`config.mk`:
```
export PLATFORM = sky130hd
export DESIGN_NAME = tlr_regs
export DESIGN_NICKNAME = d
export VERILOG_FILES = /design/src/tlr_pkg.sv /design/src/tlr_tone_decode.sv /design/src/tlr_regs.sv
export SDC_FILE = /design/constraint.sdc
export NUM_CORES = 1
export LEC_CHECK = 0
export BUFFER_PORTS_ARGS = -buffer_cell sky130_fd_sc_hd__buf_2
export CAP_MARGIN = 20
export CORE_MARGIN = 3
export CORE_UTILIZATION = 50
export DETAILED_ROUTE_END_ITERATION = 10
export PLACE_DENSITY = 0.77
export SLEW_MARGIN = 5
export SYNTH_ARGS = -nofsm -noshare
export SYNTH_HDL_FRONTEND = slang
export SYNTH_HIERARCHICAL = 1
export SYNTH_SLANG_ARGS = --single-unit
export TNS_END_PERCENT = 100
```
`constraint.sdc`:
```
create_clock -name aclk -period 2.3 [get_ports aclk]
set_clock_uncertainty 0.15 [all_clocks]
set_input_delay 0.115 -clock aclk [delete_from_list [all_inputs] [get_ports aclk]]
set_output_delay 0.115 -clock aclk [all_outputs]
set_load 0.005 [all_outputs]
```
`src/tlr_pkg.sv`:
```
package tlr_pkg;
  // Byte addresses of the register words
  localparam logic [7:0] ADDR_TONE2_CTRL_A = 8'h00;
  localparam logic [7:0] ADDR_TONE2_FREQ_LOW = 8'h04;
  localparam logic [7:0] ADDR_TONE1_LEVEL_FREQHI = 8'h08;
  localparam logic [7:0] ADDR_TONE1_FREQ_LOW = 8'h0c;
  localparam logic [7:0] ADDR_LOOPBACK_TEST = 8'h10;
  localparam logic [7:0] ADDR_FACTORY_TEST = 8'h14;
  localparam logic [7:0] ADDR_RINGING_WAVE = 8'h18;
  localparam logic [7:0] ADDR_STATUS = 8'h1c;
  localparam logic [7:0] RESET_VALUE = 8'h00;
  // Field positions
  localparam int TONE2_FREQ_BIT8_POS = 0;
  localparam int TONE1_FREQ_BIT8_POS = 0;
  localparam int TONE1_LEVEL_LSB = 1;
  localparam int TONE1_LEVEL_MSB = 7;
  localparam int RING_SEL_POS = 7;
  localparam int CH2_LOOP_LSB = 6;
  localparam int CH1_LOOP_LSB = 4;
  localparam int RING_FREQ_MSB = 5;
  localparam int FACTORY_TEST_MSB = 3;
  localparam logic [1:0] LOOP_NORMAL = 2'h0;
  localparam logic [1:0] LOOP_DIGITAL = 2'h1;
  localparam logic [1:0] LOOP_ANALOG = 2'h2;
  localparam logic [1:0] RESP_OKAY = 2'h0;
  localparam logic [1:0] RESP_SLVERR = 2'h2;
  typedef enum logic [1:0] {
    TLR_LB_OFF = 2'b01,
    TLR_LB_ON = 2'b10
  } tlr_unused_t;
  typedef enum logic [2:0] {
    TLR_IDLE = 3'b001,
    TLR_BRESP = 3'b010,
    TLR_RRESP = 3'b100
  } tlr_state_t;
endpackage

```
`src/tlr_tone_decode.sv`:
```
`timescale 1ns/100ps
module tlr_tone_decode (
  input wire logic ring_sel,
  input wire logic [6:0] level,
  input wire logic [8:0] freq_code,
  input wire logic [1:0] ch1_loop,
  input wire logic [1:0] ch2_loop,
  output logic tone1_enable,
  output logic [8:0] tone1_freq_div10,
  output logic [5:0] tone1_ring_hz,
  output logic [1:0] ch1_loop_mode,
  output logic [1:0] ch2_loop_mode
);
  always_comb
  begin
    tone1_enable = (level != 7'h00);
    tone1_freq_div10 = ring_sel ? 9'h000 : freq_code;
    tone1_ring_hz = ring_sel ? freq_code[tlr_pkg::RING_FREQ_MSB:0] : 6'h00;
    ch1_loop_mode = (ch1_loop == 2'h3) ? tlr_pkg::LOOP_NORMAL : ch1_loop;
    ch2_loop_mode = (ch2_loop == 2'h3) ? tlr_pkg::LOOP_NORMAL : ch2_loop;
  end
endmodule // tlr_tone_decode

```
`src/tlr_regs.sv`:
```
// Our own choices: the register addresses and the AXI4-Lite register port.
`timescale 1ns/100ps
// Overview of operation
// - Second tone frequency is nine bit code, frequency over ten, split across two registers.
// - First tone level is seven bits 7..1; bit 0 holds frequency bit 8.
// - Level code equals (dBm0 plus 12.2) times ten, codes 1 to 127.
// - Level code zero disables first tone output whatever the frequency.
// - Ringing select clear decodes full nine bit frequency over ten.
// - Ringing select set ignores frequency bits 8, 7 and 6.
// - Ringing mode uses low six bits directly as hertz, 15 to 50.
// - Two bit loopback selector per channel: normal, digital, analog.
// - Ringing select switches first tone between normal and ringing operation.
module tlr_regs (
  input wire logic aclk,
  input wire logic aresetn,
  input wire logic [7:0] s_axi_awaddr,
  input wire logic s_axi_awvalid,
  output logic s_axi_awready,
  input wire logic [31:0] s_axi_wdata,
  input wire logic [3:0] s_axi_wstrb,
  input wire logic s_axi_wvalid,
  output logic s_axi_wready,
  output logic [1:0] s_axi_bresp,
  output logic s_axi_bvalid,
  input wire logic s_axi_bready,
  input wire logic [7:0] s_axi_araddr,
  input wire logic s_axi_arvalid,
  output logic s_axi_arready,
  output logic [31:0] s_axi_rdata,
  output logic [1:0] s_axi_rresp,
  output logic s_axi_rvalid,
  input wire logic s_axi_rready,
  output logic [8:0] tone2_freq_div10,
  output logic tone1_enable,
  output logic [6:0] tone1_level,
  output logic tone1_ringing,
  output logic [8:0] tone1_freq_div10,
  output logic [5:0] tone1_ring_hz,
  output logic [1:0] ch1_loop_mode,
  output logic [1:0] ch2_loop_mode,
  output logic [3:0] factory_test_bits
);
  ////////////////////////////////////////////////////////////////////////////
  logic [7:0] tone2_ctrl_a_reg, tone2_ctrl_a_next;
  logic [7:0] tone2_freq_low_reg, tone2_freq_low_next;
  logic [7:0] tone1_level_freqhi_reg, tone1_level_freqhi_next;
  logic [7:0] tone1_freq_low_reg, tone1_freq_low_next;
  logic [7:0] loopback_test_reg, loopback_test_next;
  logic [7:0] ringing_wave_reg, ringing_wave_next;
  logic [7:0] aw_addr_reg, aw_addr_next;
  logic aw_have_reg, aw_have_next;
  logic [7:0] w_data_reg, w_data_next;
  logic w_en_reg, w_en_next;
  logic w_have_reg, w_have_next;
  logic bvalid_reg, bvalid_next;
  logic [1:0] bresp_reg, bresp_next;
  logic rvalid_reg, rvalid_next;
  logic [1:0] rresp_reg, rresp_next;
  logic [31:0] rdata_reg, rdata_next;
  logic do_write;
  logic [8:0] dec_freq;
  logic [6:0] dec_level;
  logic dec_ring;
  logic [5:0] dec_ring_hz;
  logic dec_enable;
  logic [1:0] dec_ch1_loop, dec_ch2_loop;

  ////////////////////////////////////////////////////////////////////////////
  // Write channel: address and data may arrive in either order
  assign s_axi_awready = !aw_have_reg && !bvalid_reg;
  assign s_axi_wready = !w_have_reg && !bvalid_reg;
  assign do_write = aw_have_reg && w_have_reg && !bvalid_reg;
  assign s_axi_bvalid = bvalid_reg;
  assign s_axi_bresp = bresp_reg;

  always_comb
  begin
    aw_addr_next = aw_addr_reg;
    aw_have_next = aw_have_reg;
    w_data_next = w_data_reg;
    w_en_next = w_en_reg;
    w_have_next = w_have_reg;
    bvalid_next = bvalid_reg;
    bresp_next = bresp_reg;
    tone2_ctrl_a_next = tone2_ctrl_a_reg;
    tone2_freq_low_next = tone2_freq_low_reg;
    tone1_level_freqhi_next = tone1_level_freqhi_reg;
    tone1_freq_low_next = tone1_freq_low_reg;
    loopback_test_next = loopback_test_reg;
    ringing_wave_next = ringing_wave_reg;
    if (s_axi_awvalid && s_axi_awready)
    begin
      aw_addr_next = s_axi_awaddr;
      aw_have_next = 1'b1;
    end
    if (s_axi_wvalid && s_axi_wready)
    begin
      w_data_next = s_axi_wdata[7:0];
      // Registers are one byte wide: only lane 0 carries them
      w_en_next = s_axi_wstrb[0];
      w_have_next = 1'b1;
    end
    if (do_write)
    begin
      aw_have_next = 1'b0;
      w_have_next = 1'b0;
      bvalid_next = 1'b1;
      bresp_next = tlr_pkg::RESP_OKAY;
      case ({aw_addr_reg[7:2], 2'b00})
        tlr_pkg::ADDR_TONE2_CTRL_A:
          if (w_en_reg) tone2_ctrl_a_next = w_data_reg;
        tlr_pkg::ADDR_TONE2_FREQ_LOW:
          if (w_en_reg) tone2_freq_low_next = w_data_reg;
        tlr_pkg::ADDR_TONE1_LEVEL_FREQHI:
          if (w_en_reg) tone1_level_freqhi_next = w_data_reg;
        tlr_pkg::ADDR_TONE1_FREQ_LOW:
          if (w_en_reg) tone1_freq_low_next = w_data_reg;
        tlr_pkg::ADDR_LOOPBACK_TEST:
          if (w_en_reg) loopback_test_next = w_data_reg;
        tlr_pkg::ADDR_RINGING_WAVE:
          if (w_en_reg) ringing_wave_next = w_data_reg;
        // Factory test word: writes dropped, answered okay
        tlr_pkg::ADDR_FACTORY_TEST:
          bresp_next = tlr_pkg::RESP_OKAY;
        default:
          bresp_next = tlr_pkg::RESP_SLVERR;
      endcase
    end
    if (bvalid_reg && s_axi_bready)
    begin
      bvalid_next = 1'b0;
    end
  end

  always_ff @(posedge aclk)
  begin
    if (!aresetn)
    begin
      aw_addr_reg <= 8'h00;
      aw_have_reg <= 1'b0;
      w_data_reg <= 8'h00;
      w_en_reg <= 1'b0;
      w_have_reg <= 1'b0;
      bvalid_reg <= 1'b0;
      bresp_reg <= 2'h0;
      tone2_ctrl_a_reg <= tlr_pkg::RESET_VALUE;
      tone2_freq_low_reg <= tlr_pkg::RESET_VALUE;
      tone1_level_freqhi_reg <= tlr_pkg::RESET_VALUE;
      tone1_freq_low_reg <= tlr_pkg::RESET_VALUE;
      loopback_test_reg <= tlr_pkg::RESET_VALUE;
      ringing_wave_reg <= tlr_pkg::RESET_VALUE;
    end
    else
    begin
      aw_addr_reg <= aw_addr_next;
      aw_have_reg <= aw_have_next;
      w_data_reg <= w_data_next;
      w_en_reg <= w_en_next;
      w_have_reg <= w_have_next;
      bvalid_reg <= bvalid_next;
      bresp_reg <= bresp_next;
      tone2_ctrl_a_reg <= tone2_ctrl_a_next;
      tone2_freq_low_reg <= tone2_freq_low_next;
      tone1_level_freqhi_reg <= tone1_level_freqhi_next;
      tone1_freq_low_reg <= tone1_freq_low_next;
      loopback_test_reg <= loopback_test_next;
      ringing_wave_reg <= ringing_wave_next;
    end
  end

  ////////////////////////////////////////////////////////////////////////////
  // Read channel: one read in flight, answer one cycle after address
  assign s_axi_arready = !rvalid_reg;
  assign s_axi_rvalid = rvalid_reg;
  assign s_axi_rresp = rresp_reg;
  assign s_axi_rdata = rdata_reg;

  always_comb
  begin
    rvalid_next = rvalid_reg;
    rresp_next = rresp_reg;
    rdata_next = rdata_reg;
    if (s_axi_arvalid && s_axi_arready)
    begin
      rvalid_next = 1'b1;
      rresp_next = tlr_pkg::RESP_OKAY;
      case ({s_axi_araddr[7:2], 2'b00})
        tlr_pkg::ADDR_TONE2_CTRL_A: rdata_next = {24'h000000, tone2_ctrl_a_reg};
        tlr_pkg::ADDR_TONE2_FREQ_LOW: rdata_next = {24'h000000, tone2_freq_low_reg};
        tlr_pkg::ADDR_TONE1_LEVEL_FREQHI: rdata_next = {24'h000000, tone1_level_freqhi_reg};
        tlr_pkg::ADDR_TONE1_FREQ_LOW: rdata_next = {24'h000000, tone1_freq_low_reg};
        tlr_pkg::ADDR_LOOPBACK_TEST: rdata_next = {24'h000000, loopback_test_reg};
        tlr_pkg::ADDR_RINGING_WAVE: rdata_next = {24'h000000, ringing_wave_reg};
        // Factory test word holds nothing and reads zero
        tlr_pkg::ADDR_FACTORY_TEST: rdata_next = 32'h00000000;
        // Decoded state of the block
        tlr_pkg::ADDR_STATUS:
          rdata_next = {11'h000, dec_ch2_loop, dec_ch1_loop, dec_enable, dec_ring, dec_ring_hz, dec_freq};
        default:
        begin
          rdata_next = 32'h00000000;
          rresp_next = tlr_pkg::RESP_SLVERR;
        end
      endcase
    end
    else if (rvalid_reg && s_axi_rready)
    begin
      rvalid_next = 1'b0;
    end
  end

  always_ff @(posedge aclk)
  begin
    if (!aresetn)
    begin
      rvalid_reg <= 1'b0;
      rresp_reg <= 2'h0;
      rdata_reg <= 32'h00000000;
    end
    else
    begin
      rvalid_reg <= rvalid_next;
      rresp_reg <= rresp_next;
      rdata_reg <= rdata_next;
    end
  end

  ////////////////////////////////////////////////////////////////////////////
  // level code passed unchanged
  assign dec_level = tone1_level_freqhi_reg[tlr_pkg::TONE1_LEVEL_MSB:tlr_pkg::TONE1_LEVEL_LSB];
  assign dec_ring = ringing_wave_reg[tlr_pkg::RING_SEL_POS];

  tlr_tone_decode u_decode (
    .ring_sel(dec_ring),
    .level(dec_level),
    .freq_code({tone1_level_freqhi_reg[tlr_pkg::TONE1_FREQ_BIT8_POS], tone1_freq_low_reg}),
    .ch1_loop(loopback_test_reg[tlr_pkg::CH1_LOOP_LSB +: 2]),
    .ch2_loop(loopback_test_reg[tlr_pkg::CH2_LOOP_LSB +: 2]),
    .tone1_enable(dec_enable),
    .tone1_freq_div10(dec_freq),
    .tone1_ring_hz(dec_ring_hz),
    .ch1_loop_mode(dec_ch1_loop),
    .ch2_loop_mode(dec_ch2_loop)
  );

  ////////////////////////////////////////////////////////////////////////////
  // Output stage: settings leave through flip-flops, one cycle behind the registers, so no decode glitch escapes
  logic [8:0] tone2_freq_out_reg, tone2_freq_out_next;
  logic tone1_enable_out_reg, tone1_enable_out_next;
  logic [6:0] tone1_level_out_reg, tone1_level_out_next;
  logic tone1_ringing_out_reg, tone1_ringing_out_next;
  logic [8:0] tone1_freq_out_reg, tone1_freq_out_next;
  logic [5:0] tone1_ring_hz_out_reg, tone1_ring_hz_out_next;
  logic [1:0] ch1_loop_out_reg, ch1_loop_out_next;
  logic [1:0] ch2_loop_out_reg, ch2_loop_out_next;
  logic [3:0] test_bits_out_reg, test_bits_out_next;

  always_comb
  begin
    tone2_freq_out_next = {tone2_ctrl_a_reg[tlr_pkg::TONE2_FREQ_BIT8_POS], tone2_freq_low_reg};
    tone1_enable_out_next = dec_enable;
    tone1_level_out_next = dec_level;
    tone1_ringing_out_next = dec_ring;
    tone1_freq_out_next = dec_freq;
    tone1_ring_hz_out_next = dec_ring_hz;
    ch1_loop_out_next = dec_ch1_loop;
    ch2_loop_out_next = dec_ch2_loop;
    test_bits_out_next = loopback_test_reg[tlr_pkg::FACTORY_TEST_MSB:0];
  end

  always_ff @(posedge aclk)
  begin
    if (!aresetn)
    begin
      tone2_freq_out_reg <= 9'h000;
      tone1_enable_out_reg <= 1'b0;
      tone1_level_out_reg <= 7'h00;
      tone1_ringing_out_reg <= 1'b0;
      tone1_freq_out_reg <= 9'h000;
      tone1_ring_hz_out_reg <= 6'h00;
      ch1_loop_out_reg <= 2'h0;
      ch2_loop_out_reg <= 2'h0;
      test_bits_out_reg <= 4'h0;
    end
    else
    begin
      tone2_freq_out_reg <= tone2_freq_out_next;
      tone1_enable_out_reg <= tone1_enable_out_next;
      tone1_level_out_reg <= tone1_level_out_next;
      tone1_ringing_out_reg <= tone1_ringing_out_next;
      tone1_freq_out_reg <= tone1_freq_out_next;
      tone1_ring_hz_out_reg <= tone1_ring_hz_out_next;
      ch1_loop_out_reg <= ch1_loop_out_next;
      ch2_loop_out_reg <= ch2_loop_out_next;
      test_bits_out_reg <= test_bits_out_next;
    end
  end

  assign tone2_freq_div10 = tone2_freq_out_reg;
  assign tone1_level = tone1_level_out_reg;
  assign tone1_enable = tone1_enable_out_reg;
  assign tone1_ringing = tone1_ringing_out_reg;
  assign tone1_freq_div10 = tone1_freq_out_reg;
  assign tone1_ring_hz = tone1_ring_hz_out_reg;
  assign ch1_loop_mode = ch1_loop_out_reg;
  assign ch2_loop_mode = ch2_loop_out_reg;
  assign factory_test_bits = test_bits_out_reg;
endmodule // tlr_regs

```
# Yosys cells after proc, flatten, opt, wreduce, memory -nomap -nowiden
# Cells that the tools add are included.
classes:
  eq_ne: 15
  mux: 9
  n_reduce_logical: 27
  bitwise: 1
op_table:
  columns: ["op", "count"]
  rows:
  - ["$pmux W21 S7", 1]
  - ["$eq A6 B3 Y1 const B", 7]
  - ["$eq A6 B2 Y1 const B", 4]
  - ["$reduce_and A3 Y1", 6]
  - ["$eq A6 B1 Y1 const B", 2]
  - ["$logic_not A6 Y1", 2]
  - ["$logic_and A1 B1 Y1", 9]
  - ["$mux W9", 1]
  - ["$mux W2", 4]
  - ["$reduce_or A8 Y1", 1]
  - ["$reduce_bool A7 Y1", 1]
  - ["$reduce_or A7 Y1", 1]
  - ["$mux W6", 1]
  - ["$eq A2 B2 Y1 const B", 2]
  - ["$logic_not A1 Y1", 4]
  - ["$reduce_or A2 Y1", 2]
  - ["$mux W1", 2]
  - ["$reduce_bool A2 Y1", 1]
  - ["$not A1 Y1", 1]
totals:
  wordCells: 77
  out_inout_bits: 82
  in_bits: 59
  register_bits: 146

# Depth between registers and ports, before layout
logic_depth:
  depth_word: 3
  depth_mapped: 6
  ltp_nobuf: 5

# By module
# The synthesis kept the hierarchy.
by_module_without_submodules:
  columns: ["module", "seq_area_each_um2", "cells_each", "area_each_um2", "instances"]
  rows:
  - ["tlr_regs", 2622.5, 503, 4914.7, 1]
  - ["tlr_tone_decode", 0.0, 23, 151.4, 1]

# Worst setup path before layout
# Ideal clock, no wire load.
synth_timing:
  kind: "register to register"
  from: "reg aw_addr_reg[5]"
  to: "reg loopback_test_reg[0]"
  setup_time_ns: 0.072
  arrival_time_ns: 1.599
  required_time_ns: 2.078
  synth_period_minus_slack_ns: 1.821
  path_slack_ns: 0.479
  stages_incl_launch_ff: 4
  n_path_buf: 0
  cell_sequence: "dfxtp_1 -> or4_4 -> nor4_4 -> mux2i_1"
synth_via:
  elab_chain_cells: 2
synth_lines:
  columns: ["item", "line", "source"]
  rows:
  - ["start: declaration", "tlr_regs.sv:50", "logic [7:0] aw_addr_reg, aw_addr_next;"]
  - ["start signal: assignment", "tlr_regs.sv:155", "aw_addr_reg <= aw_addr_next;"]
  - ["$eq A6 B3 Y1", "tlr_regs.sv:109", "case ({aw_addr_reg[7:2], 2'b00})"]
  - ["$reduce_and A3 Y1 (no line)", null, null]
  - ["end signal: assignment", "tlr_regs.sv:150", "loopback_test_reg <= tlr_pkg::RESET_VALUE;"]
  - ["end signal: assignment", "tlr_regs.sv:166", "loopback_test_reg <= loopback_test_next;"]
  - ["end: declaration", "tlr_regs.sv:48", "logic [7:0] loopback_test_reg, loopback_test_next;"]
# Every way passes these cells.
# A chain may end at the register's enable or synchronous reset.

# Worst setup path after layout
layout_timing:
  from: "reg aw_addr_reg[5]"
  to: "reg ringing_wave_reg[6]"
layout_via:
  elab_chain_cells: 2
layout_lines:
  columns: ["item", "line", "source"]
  rows:
  - ["$eq A6 B3 Y1", "tlr_regs.sv:109", null]
  - ["$reduce_and A3 Y1 (no line)", null, null]
  - ["end signal: assignment", "tlr_regs.sv:151", "ringing_wave_reg <= tlr_pkg::RESET_VALUE;"]
  - ["end signal: assignment", "tlr_regs.sv:167", "ringing_wave_reg <= ringing_wave_next;"]
  - ["end: declaration", "tlr_regs.sv:49", "logic [7:0] ringing_wave_reg, ringing_wave_next;"]
# Every way passes these cells.

==> impl_metrics.toml <==
[timing]
hold_violations = 0
finalCritPeriodShare_pct = 88.4
max_slew_margin_pct = 55.6
rsz0062_at_grt = "no"
fmax_mhz = 492
setup_ws_ns = 0.267
tns_ns = 0
tightest_slew_ns = 0.662
period_minus_slack_ns = 2.03
hold_ws_ns = 0.0404
setup_viol = 0
drv_slew = 0

[floorplanning]
dieArea_um2 = 11400
ios = 141
num_rows = 36
die_w_um = 107
start_util_pct = 51.6
core_um2 = 9820
die_y_um = 107

[clocking]
post-cts-setup-buffers = 0
cts_hold_buf = 30
clock_latency_ns = 0.52
cts.sinks = 131
htreeDepth = 4
cts_made_buffers = 17
clockBufferDepth = 2
clk_pin_slew_ns = 0.06
cts_tree = "done"
postCtsResizedCells = 0
cts.root.buffer_cell = "clkbuf_8"

[setup_path]
crit_family = "simple AND/OR/NAND/NOR gates"
critPathArrivalTime_ns = 2.32
worst_setup_path_start_kind = "flop"
cpMaxStageDelayCell = "or4_4"
crit_buf_inv = 1
max_stage_delay_ns = 0.57
critPathRequiredTime_ns = 2.59
rr_endpoint = "ringing_wave_reg[6]"
path_cells = "or4_4 > nor2_1 > and4_1 > buf_4 > mux2i_1"
path_class = "reg2reg"
cp_max_fo = 8
worst_setup_path_end_kind = "flop"
r2r_cells = 5
timing.rr.start = "aw_addr_reg[5]"
r2r_slack_ns = 0.27

[placed_design]
io_buffers = 96
hpwl_um = 8430
placed_cell_area_um2 = 5620
place_ws_ns = 0.321
place.gp.congestion = 0.891

[finish]
num_antenna_cells = 0
fin_area_um2 = 6530
area_growth_syn_to_layout_pct = 28.8
final_layout_size_suffix_gt1_share_pct = 22.8
fillers = 787
largest_reg_flops = 21
finalNetCount = 713

[grt]
grt_pass1_wl_um = 20200
grtUsageMet1_pct = 26.7
grt_util_met3_pct = 5.90
grt_use_met2_pct = 38.4
antenna_found_initial = 0
grt_max_degree = 49
track_usage_pct = 22.5
overflow = 0
grt_pass1_vias = 4177
grt_most_used_layer = "met2"

[yosys]
ys_seq_area_share_pct = 51.8
synth_ff_type = "dfxtp_1"
synth_edf_count = 0
netlist_area_um2 = 5070
postSynthAreaPerCell_um2 = 9.63
synth_seq_cells = 131
yosysWarnings = 6
ys_types = 37
synthCells = 526
async_flop_share_pct = 0

[drt]
firstDrtPassIters = 4
first_iter_violations = 232
wire_per_inst_um = 15.7
viasPerCell = 5.13
vias = 4105
routed_wl_um = 12600
drc_errors = 0
detail-route-antenna-nets = 0

[pwr]
p_per_area_nw_per_um2 = 812
p_leak_nw = 3.15
ir_drop_uv = 378
p_total_mw = 5.30

[min_path]
worstHoldEndpoint = "s_axi_rvalid"
hold_start = "aresetn"
min-delay-path-class = "in2reg"
holdPathStages = 3

[status]
outcome = "completed"

[run]
drv_cap = 0
## metal layers
metal	vias up	share of wire (%)	wire length [um]
li1	2000	-	-
met1	1916	42	5320
met2	161	48	6070
met3	28	6.4	801
met4	0	2.9	363
met5	-	0	0
## Yosys cell counts (2+ instances only)
cell,count,area [um2]
dfxtp_1,131,2620
nand2_1,87,327
mux2i_1,67,671
and2_1,35,219
nor2_1,27,101
inv_1,26,97.6
a21oi_1,20,100
clkbuf_1,16,60.1
a22oi_1,15,113
buf_4,14,105
nor2b_1,11,68.8
o21ai_0,10,50.1
mux2_2,8,90.1
a221oi_1,7,61.3
nor3_1,6,30.0
and2b_1,5,37.5
nand2b_1,5,31.3
nand3_1,5,25.0
o22ai_1,5,31.3
buf_2,4,20.0
buf_1,3,11.3
a41oi_1,2,17.5
nand3b_1,2,15.0
nor4_4,2,42.5
## cells in the final DEF, fill, tap and decap left out, drive strengths merged, types with 4 or more instances in the layout
| cell | instances |
|---|---|
| a21oi | 20 |
| conb | 13 |
| mux2 | 8 |
| dlygate4sd3 | 30 |
| a221oi | 7 |
| o22ai | 5 |
| nor2 | 27 |
| buf | 105 |
| nor4 | 4 |
| dfxtp | 131 |
| clkinv | 7 |
| mux2i | 67 |
| clkbuf | 20 |
| nand2 | 87 |
| and2b | 5 |
| nor2b | 11 |
| nand3 | 6 |
| nand2b | 5 |
| a22oi | 15 |
| inv | 28 |
| nor3 | 6 |
| and2 | 35 |
| o21ai | 10 |
## final cells by class
cell class | count | area (um2) | area share, %
clock inverters | 12 | 153 | 2.34
well taps | 133 | 166 | 2.55
inverters | 27 | 101 | 1.55
repair buffers | 135 | 848 | 13.0
clock buffers | 20 | 455 | 6.98
multi-input cells | 342 | 2180 | 33.4
flip-flops and latches | 131 | 2620 | 40.2
## kinds of logic (layout without fill, tap and decap cells)
group                  count (synthesis)  after routing  share of synthesized area, %
flip-flops                           131            131                          51.8
multiplexers                          75             75                          15.0
AND/OR/NAND/NOR                      192            192                          19.0
other                                  1             13                        0.0740
AO/OA/AOI/OAI                         62             62                          8.00
buffers and inverters                 65            194                          6.10
## stage by stage
step,std cells,utilization [%]
CTS,800,66.5
detailed placement,738,57.2
finish,800,66.5
global route,800,66.5
floorplan,538,-
global placement,738,57.2
## worst max path at each step
stage | to | slack, ns | depth (start not counted) | start
after detailed placement | tone1_freq_low_reg[2] | 0.32 | 4 | s_axi_bvalid
after global routing | tone1_freq_low_reg[4] | 0.14 | 4 | s_axi_bvalid
after global placement | tone2_ctrl_a_reg[1] | 0.40 | 4 | aw_addr_reg[5]
after CTS | tone1_freq_low_reg[2] | 0.28 | 4 | s_axi_bvalid
final | ringing_wave_reg[6] | 0.27 | 5 | aw_addr_reg[5]
after floorplan | loopback_test_reg[0] | 0.48 | 3 | aw_addr_reg[5]
## worst register-to-register path, stage by stage, from the launching register on
cell,delay [ns]
dfxtp_1,0.33
or4_4,0.57
nor2_1,0.23
and4_1,0.25
buf_4,0.21
mux2i_1,0.21
## power by group
group / switching, mW / internal (mW)
Combinational: 0.151 / 0.109
Clock: 0.980 / 1.74
Sequential: 0.0234 / 2.30
No activity file was read; power rests on OpenSTA's default activity.
